$ cat src/rtl/oslb_pkg.sv
// Package with register map, widths and timing for the one-second latch bank
package oslb_pkg;
  localparam int unsigned CLK_HZ = 10000000;
  localparam int unsigned TICK_PERIOD_MS = 1000;
  localparam int unsigned TICK_CYCLES = (CLK_HZ / 1000) * TICK_PERIOD_MS;
  localparam int unsigned TICK_W = 24;
  localparam int unsigned ADDR_W = 5;
  localparam int unsigned DATA_W = 8;
  localparam int unsigned EBIT_W = 10;
  localparam int unsigned FAS_W = 8;
  localparam int unsigned BPV_W = 16;
  localparam int unsigned CRC_W = 10;
  localparam logic [4:0] OFS_EBIT_HI = 5'h10;
  localparam logic [4:0] OFS_EBIT_LO = 5'h11;
  localparam logic [4:0] OFS_FAS = 5'h12;
  localparam logic [4:0] OFS_BPV_HI = 5'h13;
  localparam logic [4:0] OFS_BPV_LO = 5'h14;
  localparam logic [4:0] OFS_CRC_HI = 5'h15;
  localparam logic [4:0] OFS_CRC_LO = 5'h16;
  localparam logic [7:0] RD_ZERO = 8'h00;
  localparam logic [1:0] RD_IDLE = 2'b01;
  localparam logic [1:0] RD_DONE = 2'b10;
endpackage

$ cat src/rtl/oslb_counter.sv
// Saturating event counter with one-second capture into a holding register
`timescale 1ns/1ns
module oslb_counter #(
  parameter int unsigned W = 8
) (
  input wire logic mclk_i,
  input wire logic rst_n_i,
  input wire logic event_i,
  input wire logic tick_i,
  output logic [W-1:0] latched_o
);
  logic [W-1:0] run_q;
  logic [W-1:0] run_d;
  logic [W-1:0] lat_q;
  logic [W-1:0] lat_d;
  localparam logic [W-1:0] ONE = {{(W-1){1'b0}}, 1'b1};
  localparam logic [W-1:0] MAX = {W{1'b1}};

  // Next running and latched values
  always_comb begin
    run_d = run_q;
    lat_d = lat_q;
    if (tick_i) begin
      lat_d = run_q;
      // restart after latch; event in tick cycle counted fresh
      run_d = event_i ? ONE : '0;
    end else if (event_i && run_q != MAX) begin
      run_d = run_q + ONE;
    end
  end

  always_ff @(posedge mclk_i or negedge rst_n_i) begin
    if (!rst_n_i) begin
      run_q <= '0;
      lat_q <= '0;
    end else begin
      run_q <= run_d;
      lat_q <= lat_d;
    end
  end

  assign latched_o = lat_q;
endmodule // oslb_counter

$ cat src/rtl/oslb_latch_bank.sv
// Top of the one-second error latch bank with its register read port
`timescale 1ns/1ns
module oslb_latch_bank
  import oslb_pkg::*;
#(
  parameter int unsigned TICK_LEN = TICK_CYCLES
) (
  input wire logic mclk_i,
  input wire logic rst_n_i,
  input wire logic ebit_err_i,
  input wire logic fas_err_i,
  input wire logic bpv_err_i,
  input wire logic crc_err_i,
  input wire logic rd_en_i,
  input wire logic [ADDR_W-1:0] rd_addr_i,
  output logic [DATA_W-1:0] rd_data_o,
  output logic rd_valid_o,
  output logic tick_o
);
  typedef enum logic [1:0] {
    OSLB_IDLE = RD_IDLE,
    OSLB_DONE = RD_DONE
  } oslb_rd_t;

  logic [TICK_W-1:0] tcnt_q;
  logic [TICK_W-1:0] tcnt_d;
  logic tick_q;
  logic tick_d;
  logic [EBIT_W-1:0] ebit_lat;
  logic [FAS_W-1:0] fas_lat;
  logic [BPV_W-1:0] bpv_lat;
  logic [CRC_W-1:0] crc_lat;
  logic [DATA_W-1:0] data_q;
  logic [DATA_W-1:0] data_d;
  oslb_rd_t st_q;
  oslb_rd_t st_d;
  localparam logic [TICK_W-1:0] TICK_LAST = TICK_W'(TICK_LEN - 1);
  localparam logic [TICK_W-1:0] TICK_ONE = 24'h000001;

  // One-second divider; tick is a one-cycle enable
  always_comb begin
    tick_d = 1'b0;
    tcnt_d = tcnt_q + TICK_ONE;
    if (tcnt_q == TICK_LAST) begin
      tcnt_d = '0;
      tick_d = 1'b1;
    end
  end

  always_ff @(posedge mclk_i or negedge rst_n_i) begin
    if (!rst_n_i) begin
      tcnt_q <= '0;
      tick_q <= 1'b0;
    end else begin
      tcnt_q <= tcnt_d;
      tick_q <= tick_d;
    end
  end

  // one shared tick for all bytes
  oslb_counter #(.W(EBIT_W)) u_ebit (
    .mclk_i(mclk_i),
    .rst_n_i(rst_n_i),
    .event_i(ebit_err_i),
    .tick_i(tick_q),
    .latched_o(ebit_lat)
  );

  oslb_counter #(.W(FAS_W)) u_fas (
    .mclk_i(mclk_i),
    .rst_n_i(rst_n_i),
    .event_i(fas_err_i),
    .tick_i(tick_q),
    .latched_o(fas_lat)
  );

  oslb_counter #(.W(BPV_W)) u_bpv (
    .mclk_i(mclk_i),
    .rst_n_i(rst_n_i),
    .event_i(bpv_err_i),
    .tick_i(tick_q),
    .latched_o(bpv_lat)
  );

  oslb_counter #(.W(CRC_W)) u_crc (
    .mclk_i(mclk_i),
    .rst_n_i(rst_n_i),
    .event_i(crc_err_i),
    .tick_i(tick_q),
    .latched_o(crc_lat)
  );

  // Read mux and answer state; data registered so outputs are flops
  always_comb begin
    data_d = data_q;
    st_d = OSLB_IDLE;
    if (rd_en_i) begin
      st_d = OSLB_DONE;
      unique case (rd_addr_i)
        OFS_EBIT_HI: data_d = {6'h00, ebit_lat[9:8]};
        OFS_EBIT_LO: data_d = ebit_lat[7:0];
        OFS_FAS: data_d = fas_lat;
        OFS_BPV_HI: data_d = bpv_lat[15:8];
        OFS_BPV_LO: data_d = bpv_lat[7:0];
        OFS_CRC_HI: data_d = {6'h00, crc_lat[9:8]};
        OFS_CRC_LO: data_d = crc_lat[7:0];
        default: data_d = RD_ZERO;
      endcase
    end
  end

  always_ff @(posedge mclk_i or negedge rst_n_i) begin
    if (!rst_n_i) begin
      data_q <= RD_ZERO;
      st_q <= OSLB_IDLE;
    end else begin
      data_q <= data_d;
      st_q <= st_d;
    end
  end

  assign rd_data_o = data_q;
  // One-hot done bit straight from the state flop
  assign rd_valid_o = st_q[1];
  assign tick_o = tick_q;
endmodule // oslb_latch_bank

$ cat config.mk
export PLATFORM = sky130hd
export DESIGN_NAME = oslb_latch_bank
export DESIGN_NICKNAME = d
export VERILOG_FILES = /design/src/rtl/oslb_pkg.sv /design/src/rtl/oslb_counter.sv /design/src/rtl/oslb_latch_bank.sv
export SDC_FILE = /design/constraint.sdc
export NUM_CORES = 1
export LEC_CHECK = 0
export BUFFER_PORTS_ARGS = -buffer_cell sky130_fd_sc_hd__buf_4
export CAP_MARGIN = 30
export CORE_ASPECT_RATIO = 0.8
export CORE_MARGIN = 1.5
export CORE_UTILIZATION = 50
export CTS_BUF_LIST = sky130_fd_sc_hd__clkbuf_4 sky130_fd_sc_hd__clkbuf_8 sky130_fd_sc_hd__clkbuf_16
export DETAILED_ROUTE_END_ITERATION = 6
export PLACE_DENSITY = 0.69
export SLEW_MARGIN = 20
export SYNTH_ARGS = -nofsm -noshare
export SYNTH_HDL_FRONTEND = slang
export SYNTH_SLANG_ARGS = --single-unit
$ cat constraint.sdc
create_clock -name mclk_i -period 1.92 [get_ports mclk_i]
set_input_delay 0.096 -clock mclk_i [delete_from_list [all_inputs] [get_ports mclk_i]]
set_output_delay 0.096 -clock mclk_i [all_outputs]
set_load 0.005 [all_outputs]
======== Yosys cells after proc, flatten, opt, wreduce, memory -nomap -nowiden ========
Index checks and enable logic that the tools add are counted.
word-level totals
  register bits after elaboration ......... 123
  input bits .............................. 12
  output and inout bits ................... 10
  logic and storage cells ................. 53
operators by class
  add/sub/neg operators ................... 5
  equal/unequal tests ..................... 12
  multiplexer cells ....................... 16
  reduce and logical (&&, ||, !) cells .... 8
operators by type and width
  operator                 number
  $pmux W8 S7              1
  $mux W10                 4
  $eq A5 B5 Y1 const B     7
  $mux W16                 2
  $add A24 B1 Y24 const B  1
  $eq A24 B24 Y1 const B   1
  $mux W24                 1
  $add A10 B1 Y10 const B  2
  $ne A10 B10 Y1 const B   2
  $add A16 B1 Y16 const B  1
  $mux W8                  2
  $ne A16 B16 Y1 const B   1
  $add A8 B1 Y8 const B    1
  $ne A8 B8 Y1 const B     1
  $reduce_bool A2 Y1       4
  $mux W1                  5
  $logic_and A1 B1 Y1      4
  $mux W2                  1

======== Longest topological paths before layout ========
Gate-level depths: netlist of run 1.
  depth after elaboration ................. 4
  gate-level depth with buffers ........... 6
  depth with buffers taken out ............ 5

======== Cells and area by module ========
From an unflattened synthesis of run 1, not the netlist that was laid out.
unflattened totals
  cells, all modules ...................... 544
  area, all modules ....................... 6148.4 um^2
modules (own cells, without submodules)
  module                     instances  cells each  area each (um^2)
  oslb_counter at u_crc ...  2          78          974.7
  oslb_latch_bank            1          192         1915.6
  oslb_counter at u_bpv      1          132         1492.7
  oslb_counter at u_fas      1          64          790.8

======== Least setup slack after synthesis of run 1 ========
Ideal clock, no wire load.
  path kind ............................... reg2reg
  start ................................... reg tcnt_q[0]
  end ..................................... reg tcnt_q[20]
  data arrival time ....................... 1.794 ns
  data required time ...................... 1.843 ns
  setup slack ............................. 0.048 ns
  cell stages (with the launch flop) ...... 6
  path buffers ............................ 0
  period minus slack after synthesis ...... 1.872 ns
  path through ............................ dfrtp_1 > ha_1 > nand4_1 > or4_1 > or3_1 > a21oi_1
on the way
  word-level cells in the longest chain between the ends .. 2
RTL lines
  item                                               RTL line                                      text
  start, declared                                    oslb_latch_bank.sv:25                         logic [TICK_W-1:0] tcnt_q;
  start signal, assigned                             oslb_latch_bank.sv:55                         tcnt_q <= tcnt_d;
  $add A24 B1 Y24 or $eq A24 B24 Y1 (tied branches)  oslb_latch_bank.sv:43, oslb_latch_bank.sv:44
  $mux W24 (*)                                       oslb_latch_bank.sv:44                         if (tcnt_q == TICK_LAST) begin
  via tcnt_d[20]                                     oslb_latch_bank.sv:26                         logic [TICK_W-1:0] tcnt_d;
Mark *: on every way through the listed nets, which the timed path passes. The rest lies on a longest branch.
A chain may end at the register's enable or synchronous reset.

======== Worst setup path after layout of run 1 ========
  start ................................... reg tcnt_q[2]
  end ..................................... reg tcnt_q[15]
Same word-level chain as after synthesis.

==> summary.md, run 1 <==
| Metric | Value |
|---|---|
| Status | finished clean |
| Via count | 4428 |
| Fin. max-slew vios | 0 |
| Mapped Cells | 532 |
| Reg2reg path depth | 4 |
| I/O pin cnt | 22 |
| Core box area | ~0.011 mm2 |
| DR DRC count | 0 |
| Synth Warn # | 0 |
| Critical Path Max Stage Delay | roughly 0.50 ns |
| Initial antenna violation count | 0 |
| Final antenna-violating net count | 0 |
| I/O Buffers | 21 |
| Deepest clock path buffer count | 2 |
| Startpoint Class | flip-flop |
| Crit end category | flip-flop |
| Routed met3 length | 549 um |
| CP required | 2.24 ns |
| Initial Utilization | 51.1% |
| Via-per-instance ratio | 6.02 |
| Final setup viols | 0 |
| Slew headroom | 63.2% |
| CP max-delay cell | or4_1 |
| Worst-Skew Late Latency | roughly 0.4 ns |
| Root buffer cell | clkbuf_16 |
| Leakage power | 3.11 nW |
| Min-delay worst type | primary input to asynchronous set/reset pin |
| Die area | 0.0124 mm2 |
| Cell breakdown of the critical path | nand3_1, or3_4, or4_1, a21oi_1 |
| Area delta synth->final | 21.3% |
| Main flop type after synthesis | dfrtp_1 |
| Fin. Hold Viols | 0 |
| Wire length on met2 | between 5000 and 6000 um |
| Crit path capture | tcnt_q[15] |
| CTS tree | yes |
| Pwr/cell area | 1080 mW/mm2 |
| Peak supply drop | ~650 uV |
| Maximum capacitance violations | 0 |
| Seq/Total Area, Yosys | 52.1% |
| Clock slew at reported path FFs | 0.06 ns |
| H-Tree Depth | 4 |
| Largest net degree at the start of global routing | 64 |
| First-pass GRT wire length | 21600 um |
| Share of layout cells above drive strength 1 | 25.2% |
| RR Endpoint | tcnt_q[15] |
| Crit path DAT | about 2.2 ns |
| Wirelength, routed | 12800 um |
| Setup ws final | 0.0737 ns |
| DRT iter0 DRCs | about 350 |
| CP Class | flip-flop to flip-flop |
| Die Height | 99.8 um |
| Critical Path Start | tcnt_q[2] |
| Vias in the first global route | 4278 |
| Asr flop ratio synth | 100% |
| Avg Synthesized Cell Area | about 11 um2 |
| Crit share post-route | 96.2% |
| Post-synth EDFFs | 0 |
| Drt wl/cell | 17.4 um |
| Max Used Layer | met4 |
| Worst-Margin Slew | ~0.55 ns |
| Antenna diodes | 0 |
| Fin Setup TNS | 0 ns |
| RSZ-0062 raised after global routing | true |
| Drt pass-1 iters | 5 |
| Total GRT Usage | roughly 23% |
| #FFs+latches synth | 122 |
| Post-DP HPWL | 8530 um |
| Post-layout min period | 1.85 ns |
| Die width | approximately 120 um |
| Cts bufs inserted | 17 |
| Flop-to-flop setup slack | 0.07 ns |
| Clock Sinks | 122 |
| Nets | 592 |
| Clock skew | 0.00735 ns |
| DRT met1 WL | 6300 um |
| Dpl ws | 0.0440 ns |
| Cell variety after synth | 50 |
| RR Startpoint | tcnt_q[2] |
| Total grt overflow | 0 |
| FP Rows | 35 |
| Max Clock Freq | 0.542 GHz |
| Syn Std Cell Area | between 0.005 and 0.006 mm2 |
| Final Wtd Congestion | 0.849 |
| Synthesized netlist net count | between 500 and 600 |
| Worst-path maximum fanout | 6 |
[per-stage QoR]
stage               total power [mW]  hold WS, ns  utilization (%)  cell area [um2]  instances
finish                          7.65       0.0490             62.0             7110        735
global route                    7.99       0.0572             62.0             7110        735
CTS                             7.68       0.0196             61.3             7030        734
detailed placement              4.02      -0.0661             55.2             6330        700
global placement                3.96      -0.0674             55.2             6330        700
floorplan                       3.66       -0.200                -             5860        532
[layout make-up]
cell class	count	area, um2
fill	894	4360
sequential	122	3060
multi-input combinational	371	2730
clock buffer	20	454
timing repair buffer	46	403
clock inverter	11	219
tap	148	185
inverter	17	63.8
[worst min-delay path by stage]
| stage | slack (ns) | startpoint | to |
|---|---|---|---|
| floorplan | -0.20 | rst_n_i | rd_data_o[0] |
| global placement | -0.07 | rst_n_i | u_bpv.run_q[3] |
| detailed placement | -0.07 | rst_n_i | u_bpv.run_q[3] |
| CTS | 0.02 | bpv_err_i | u_bpv.run_q[3] |
| global route | 0.06 | bpv_err_i | u_bpv.run_q[3] |
| finish | 0.05 | rst_n_i | u_bpv.run_q[3] |
[synthesized netlist by cell type (3+ instances only)]
library cell,instances,share of area (%)
o211ai_1,5,0.64
nor2_1,34,2.2
a22oi_1,4,0.51
mux2i_1,9,1.5
a21oi_1,27,2.3
nand3_1,31,2.6
nand4_1,15,1.6
nor3_1,16,1.4
buf_2,3,0.26
o31ai_1,13,1.7
nor2b_1,6,0.64
a31o_2,3,0.45
and3_1,12,1.3
nor4_1,7,0.75
o22ai_1,6,0.64
dfrtp_1,122,52
a22o_1,4,0.60
a211oi_1,4,0.51
clkbuf_1,19,1.2
or4_1,12,1.5
nand2_1,26,1.7
ha_1,5,1.1
xnor2_1,17,2.5
mux2_2,53,10
a311oi_1,3,0.45
xor2_1,8,1.2
and4_1,5,0.75
inv_1,17,1.1
or3_1,5,0.53
o21ai_0,11,0.94
[critical path, delay by kind of cell, from the launching register on]
kind | cells | cell delay (ns)
AND/OR/NAND/NOR | 3 | 1.12
flip-flops | 1 | 0.43
AO/OA/AOI/OAI | 1 | 0.20
[cells by family after synthesis]
family,share of synthesized area (%)
and+or+nand+nor,16.5
muxes,12.5
xor gates and xnor gates,3.74
DFF,52.1
buffers and inverters,2.56
AOI/OAI and AO/OA,11.6
adders and majority gates,1.07
[registers in the layout (all words and copies together) (netlist names)]
signal and cells:
u_fas.latched_o 8, u_crc.run_q 10, rd_data_o 8, u_fas.run_q 8, u_bpv.latched_o 16, u_ebit.latched_o 10, tick_o 1, st_q 1
u_crc.latched_o 10, tcnt_q 24, u_ebit.run_q 10, u_bpv.run_q 16
[layout by cell type (no fill, tap or decap), drive strengths merged, types with 4 or more instances in the layout]
master	n
a22o	4
nand3	31
clkinvlp	4
o21ai	11
o31ai	13
dfrtp	122
nor2	34
o211ai	5
nand4	16
ha	5
mux2i	9
a22oi	4
o22ai	6
inv	17
a211oi	4
nor4	7
a21oi	27
mux2	53
nor2b	6
or4	12
and4	5
and3	12
nand2	26
xnor2	17
or3	5
buf	43
clkbuf	20
nor3	16
bufinv	6
xor2	8
[per-layer routing]
layer,GRT usage [%],up-vias
li1,-,2075
met1,33.6,2243
met2,32.6,92
met3,5.80,18
met4,7.69,0
met5,0,-
[report_power, final]
| group | internal, mW | leakage, nW | switching [mW] |
|---|---|---|---|
| Clock | 2.49 | 0.315 | 1.13 |
| Sequential | 2.83 | 1.62 | 0.365 |
| Combinational | 0.366 | 1.18 | 0.465 |
| Total | 5.68 | 3.11 | 1.96 |
[what timing repair did]
action,in CTS,in global routing
hold buffers,3,0
gates resized for setup,0,15
setup endpoints to repair,0,16
hold endpoints to repair,132,0
buffers inserted,0,1
No activity file was read; power rests on OpenSTA's default activity.
==> inputs of run 2 (changes only) <==
--- a/config.mk
+++ b/config.mk
@@ -12,7 +12,8 @@
 export CORE_UTILIZATION = 50
 export CTS_BUF_LIST = sky130_fd_sc_hd__clkbuf_4 sky130_fd_sc_hd__clkbuf_8 sky130_fd_sc_hd__clkbuf_16
 export DETAILED_ROUTE_END_ITERATION = 6
-export PLACE_DENSITY = 0.69
+export HOLD_SLACK_MARGIN = 0.05
+export PLACE_DENSITY = 0.67
 export SLEW_MARGIN = 20
 export SYNTH_ARGS = -nofsm -noshare
 export SYNTH_HDL_FRONTEND = slang
==> constraint.sdc (replaced) <==
create_clock -name mclk_i -period 2 [get_ports mclk_i]
set_input_delay 0.1 -clock mclk_i [delete_from_list [all_inputs] [get_ports mclk_i]]
set_output_delay 0.1 -clock mclk_i [all_outputs]
set_load 0.005 [all_outputs]
==> summary.md, run 2 (synthesized netlist as in run 1, its figures left out) <==
| Metric | Value |
|---|---|
| Status | finished clean |
| Cts bufs inserted | 17 |
| I/O Buffers | 21 |
| CP max-delay cell | or4_4 |
| Post-CTS setup buffer count | 0 |
| H-Tree Depth | 4 |
| Via-per-instance ratio | 6.01 |
| Clock Sinks | 122 |
| Wirelength, routed | 12300 um |
| Max FFs per register | 24 |
| Most frequent cells in the layout | 121 x dfrtp_1, 53 x mux2_2, 34 x nor2_1 |
| Die width | 124 um |
| Flop-to-flop setup slack | 0.11 ns |
| Die Height | 99.8 um |
| Clock skew | ~0.0047 ns |
| Biggest register | tcnt_q |
| Worst-Skew Late Latency | around 0.41 ns |
| Setup ws final | 0.106 ns |
| Initial antenna violation count | 0 |
| Fin. Hold Viols | 0 |
| CTS tree | yes |
| Total GRT Usage | 22.2% |
| Clock slew at reported path FFs | 0.05 ns |
| Post-layout min period | ~1.9 ns |
| I/O pin cnt | 22 |
| First-pass GRT wire length | around 21000 um |
| RSZ-0062 raised after global routing | false |
| DR DRC count | 0 |
| Initial Utilization | 51.1% |
| FP Rows | 35 |
| Worst-path maximum fanout | 4 |
| Post-DP HPWL | between 8000 and 9000 um |
| Crit share post-route | 94.7% |
| Final antenna-violating net count | 0 |
| Maximum capacitance violations | 0 |
| Vias in the first global route | 4234 |
| Deepest clock path buffer count | 2 |
| Area delta synth->final | 17.0% |
| Core box area | between 0.01 and 0.015 mm2 |
| Drt pass-1 iters | 4 |
| Commonest non-fill, non-tap cell in the layout | dfrtp_1 |
| Max Clock Freq | roughly 0.53 GHz |
| Pwr/cell area | 948 mW/mm2 |
| CP required | between 2 and 2.5 ns |
| Buf/Inv on CP | 0 |
| Die area | 0.0124 mm2 |
| Critical path's top delay family | simple AND/OR/NAND/NOR gates |
| Final setup viols | 0 |
| Leakage power | between 3 and 4 nW |
| DRT iter0 DRCs | around 360 |
| Fin. max-slew vios | 0 |
| Min-delay worst type | primary input to flip-flop |
| Startpoint Class | flip-flop |
| Fin Setup TNS | 0 ns |
| Peak supply drop | 647 uV |
| Final Wtd Congestion | 0.852 |
| Share of layout cells above drive strength 1 | 22.4% |
| Root buffer cell | clkbuf_16 |
| Largest net degree at the start of global routing | 69 |
| Crit path DAT | 2.22 ns |
| Nets | 584 |
| Via count | 4350 |
| Antenna diodes | 0 |
| Dpl ws | around 0.067 ns |
| Critical Path Max Stage Delay | 0.58 ns |
| Slew headroom | a little under two thirds |
| Worst-Margin Slew | about 0.54 ns |
| CP Class | flip-flop to flip-flop |
| Total grt overflow | 0 |
| Drt wl/cell | between 15 and 20 um |
| Cell breakdown of the critical path | ha_2, nand4_1, or4_4, or3_1, a21oi_1 |
| Crit end category | flip-flop |
## run 2: cell types whose count changed in the layout (fill, tap and decap cells not counted), sizes merged
cell | before | now
buf | 43 | 33
bufinv | 6 | 0
clkbuf | 20 | 24
clkinv | 1 | 4
clkinvlp | 4 | 0
dlygate4sd3 | 3 | 5
## run 2: final timing paths
check,start,endpoint,cells past startpoint
setup / recovery,tcnt_q[0],tcnt_q[20],5
hold / removal,bpv_err_i,u_bpv.run_q[3],3
setup reg to reg,tcnt_q[0],tcnt_q[20],5
hold reg to reg,tcnt_q[0],tcnt_q[0],1
max in group asynchronous,rst_n_i,tick_o,3
min in group asynchronous,rst_n_i,u_bpv.run_q[3],2
## run 2: metal layers
metal  routed length [um]  track usage, %  part of all wire, %  up-vias
li1                     -               -                    -     2079
met1                 6120            32.6                   50     2161
met2                 5490            32.5                   44       96
met3                  599            5.74                  4.9       14
met4                  124            6.38                  1.0        0
met5                    0               0                    0        -
## run 2: report_power, final
part           switching, mW  total (mW)  internal [mW]
clock network          0.991        2.69           1.69
registers              0.360        3.08           2.72
logic                  0.402       0.731          0.329
total                   1.75        6.49           4.74
## run 2: what timing repair did
| item | in CTS | in global routing |
|---|---|---|
| endpoints found under the hold margin | 82 | 0 |
| setup endpoints to repair | 0 | 5 |
| hold buffers | 5 | 0 |
| gates resized for setup | 0 | 6 |
## run 2: worst register-to-register path, cell delays in order, from the launching register on
cell and delay (ns):
dfrtp_1 0.38, ha_2 0.23, nand4_1 0.12, or4_4 0.58
or3_1 0.35, a21oi_1 0.15
## run 2: per-stage QoR
step           cells  total power, mW  cell area [um2]  utilization [%]  hold WS, ns
5_1_grt          724             6.83             6850             59.7        0.112
4_1_cts          724             6.53             6820             59.4       0.0522
3_3_place_gp     691             3.79             6250             54.5       0.0771
2_1_floorplan    532             3.51             5860                -       -0.196
3_5_place_dp     691             3.82             6250             54.5       0.0792
6_report         724             6.49             6850             59.7       0.0728
## run 2: final cells by class
type | instances | area [um2]
clock buffer | 24 | 497
clock inverter | 4 | 20.0
fill | 956 | 4620
inverter | 17 | 63.8
multi-input combinational | 371 | 2700
sequential | 122 | 3050
tap | 148 | 185
timing repair buffer | 38 | 335
==> inputs of run 3 (changes only) <==
--- a/config.mk
+++ b/config.mk
@@ -8,7 +8,7 @@
 export BUFFER_PORTS_ARGS = -buffer_cell sky130_fd_sc_hd__buf_4
 export CAP_MARGIN = 30
 export CORE_ASPECT_RATIO = 0.8
-export CORE_MARGIN = 1.5
+export CORE_MARGIN = 3
 export CORE_UTILIZATION = 50
 export CTS_BUF_LIST = sky130_fd_sc_hd__clkbuf_4 sky130_fd_sc_hd__clkbuf_8 sky130_fd_sc_hd__clkbuf_16
 export DETAILED_ROUTE_END_ITERATION = 6
==> summary.md, run 3 (synthesized netlist as in run 1, its figures left out) <==
| Metric | Value |
|---|---|
| Status | finished clean |
| Die Height | 103 um |
| Clock Sinks | roughly 120 |
| DR DRC count | 0 |
| Fin. max-slew vios | 0 |
| Nets | 589 |
| RSZ-0062 raised after global routing | false |
| Combinational Power Share | between 10% and 20% |
| Critical path's top delay family | simple AND/OR/NAND/NOR gates |
| Peak supply drop | 619 uV |
| Maximum capacitance violations | 0 |
| Sw Share | 25.7% |
| P_int | roughly 5.5 mW |
| Final setup viols | 0 |
| H-Tree Depth | 4 |
| Clock skew | 0.00611 ns |
| Worst-Skew Late Latency | 0.41 ns |
| Initial antenna violation count | 0 |
| Fin Setup TNS | 0 ns |
| I/O Buffers | 21 |
| Post-layout min period | 1.90 ns |
| Total power | 7.37 mW |
| P_sw | approximately 1.9 mW |
| Antenna diodes | 0 |
| Largest net degree at the start of global routing | 56 |
| Via-per-instance ratio | ~6.0 |
| Die area | 0.0131 mm2 |
| Total grt overflow | 0 |
| Share of layout cells above drive strength 1 | a little under a quarter |
| Final instance area | 0.00704 mm2 |
| CP Class | flip-flop to flip-flop |
| CP required | 2.33 ns |
| Dpl ws | 0.101 ns |
| Crit end category | flip-flop |
| Drt wl/cell | roughly 18 um |
| Cells after DPL | 693 |
| Pwr/cell area | 1050 mW/mm2 |
| Final antenna-violating net count | 0 |
| Die width | 127 um |
| Area delta synth->final | 20.1% |
| Setup ws final | ~0.097 ns |
| Via count | approximately 4400 |
| Critical Path Max Stage Delay | 0.60 ns |
| Wirelength, routed | 13200 um |
| Clock slew at reported path FFs | 0.06 ns |
| Post-CTS setup buffer count | 0 |
| Commonest non-fill, non-tap cell in the layout | dfrtp_1 |
| First-pass GRT wire length | 22000 um |
| Most frequent cells in the layout | 121 x dfrtp_1, 53 x mux2_2, 36 x buf_4 |
| Max Clock Freq | 0.525 GHz |
| Post-route insts no fill | 729 |
| Deepest clock path buffer count | 2 |
| Crit share post-route | between 90% and 100% |
| Cell breakdown of the critical path | ha_2, nand4_1, or4_1, or3_1, a21oi_1 |
| Buf/Inv on CP | 0 |
| Worst-Margin Slew | 0.522 ns |
| Clk pwr share | 48.1% |
| Post-DP HPWL | about 9000 um |
| Fin. Hold Viols | 0 |
| Final core utilization | between 60% and 70% |
| FP Rows | 34 |
| Biggest register | tcnt_q |
| Vias in the first global route | 4264 |
| Initial Utilization | 52.6% |
| CTS tree | yes |
| Startpoint Class | flip-flop |
| Leakage power | 3.11 nW |
| CP max-delay cell | or4_1 |
| Register share of total power | a little over two fifths |
| Slew headroom | roughly two thirds |
| Crit path DAT | between 2 and 2.5 ns |
| I/O pin cnt | 22 |
| Root buffer cell | clkbuf_16 |
| Min-delay worst type | primary input to flip-flop |
| Cts bufs inserted | 17 |
| Total GRT Usage | ~21% |
| Final Wtd Congestion | ~0.9 |
| Drt pass-1 iters | 5 |
| Area after DPL | 0.00629 mm2 |
| Worst-path maximum fanout | 4 |
| Hold_ws | 0.0619 ns |
| Max FFs per register | 24 |
| DRT iter0 DRCs | 309 |
| Core box area | ~0.011 mm2 |
run 3: cell type report:
type | instances | area [um2]
clock inverters | 12 | 218
inverters | 17 | 63.8
clock buffers | 20 | 467
fillers | 861 | 4110
well taps | 144 | 180
repair buffers | 43 | 370
multi-input cells | 371 | 2680
flip-flops and latches | 122 | 3050
run 3: final timing paths:
| path | start | endpoint | slack [ns] | cells past startpoint |
|---|---|---|---|---|
| max in group asynchronous | rst_n_i | u_fas.latched_o[6] | 1.16 | 3 |
| max reg2reg | tcnt_q[0] | tcnt_q[20] | 0.1 | 5 |
| min | ebit_err_i | u_ebit.run_q[0] | 0.06 | 4 |
| max | tcnt_q[0] | tcnt_q[20] | 0.1 | 5 |
| min reg2reg | tcnt_q[0] | tcnt_q[0] | 0.48 | 1 |
| min in group asynchronous | rst_n_i | u_bpv.run_q[2] | 0.19 | 2 |
run 3: layer usage:
layer / global-route usage [%] / vias up / wire [um] / part of all wire, %
li1: - / 2081 / - / -
met4: 6.10 / 0 / 96 / 0.73
met5: 0 / - / 0 / 0
met2: 33.8 / 102 / 6090 / 46
met3: 5.08 / 10 / 629 / 4.8
met1: 30.2 / 2196 / 6400 / 48
run 3: power by group through the flow:
stage	logic [mW]	registers (mW)	clock network, mW
2_1_floorplan	0.507	3.00	0
3_3_place_gp	0.693	3.09	0
3_5_place_dp	0.729	3.11	0
4_1_cts	0.739	3.08	3.57
5_1_grt	0.839	3.13	3.68
6_report	0.737	3.09	3.54
run 3: worst min-delay path, delay by kind of cell:
kind / cells / cell delay (ns)
compound gates: 2 / 0.16
simple gates: 1 / 0.05
buf+inv: 1 / 0.13
run 3: timing repair:
item	in CTS	in global routing
setup endpoints to repair	0	4
endpoints found under the hold margin	43	0
gates resized for setup	0	4
hold buffers	4	0
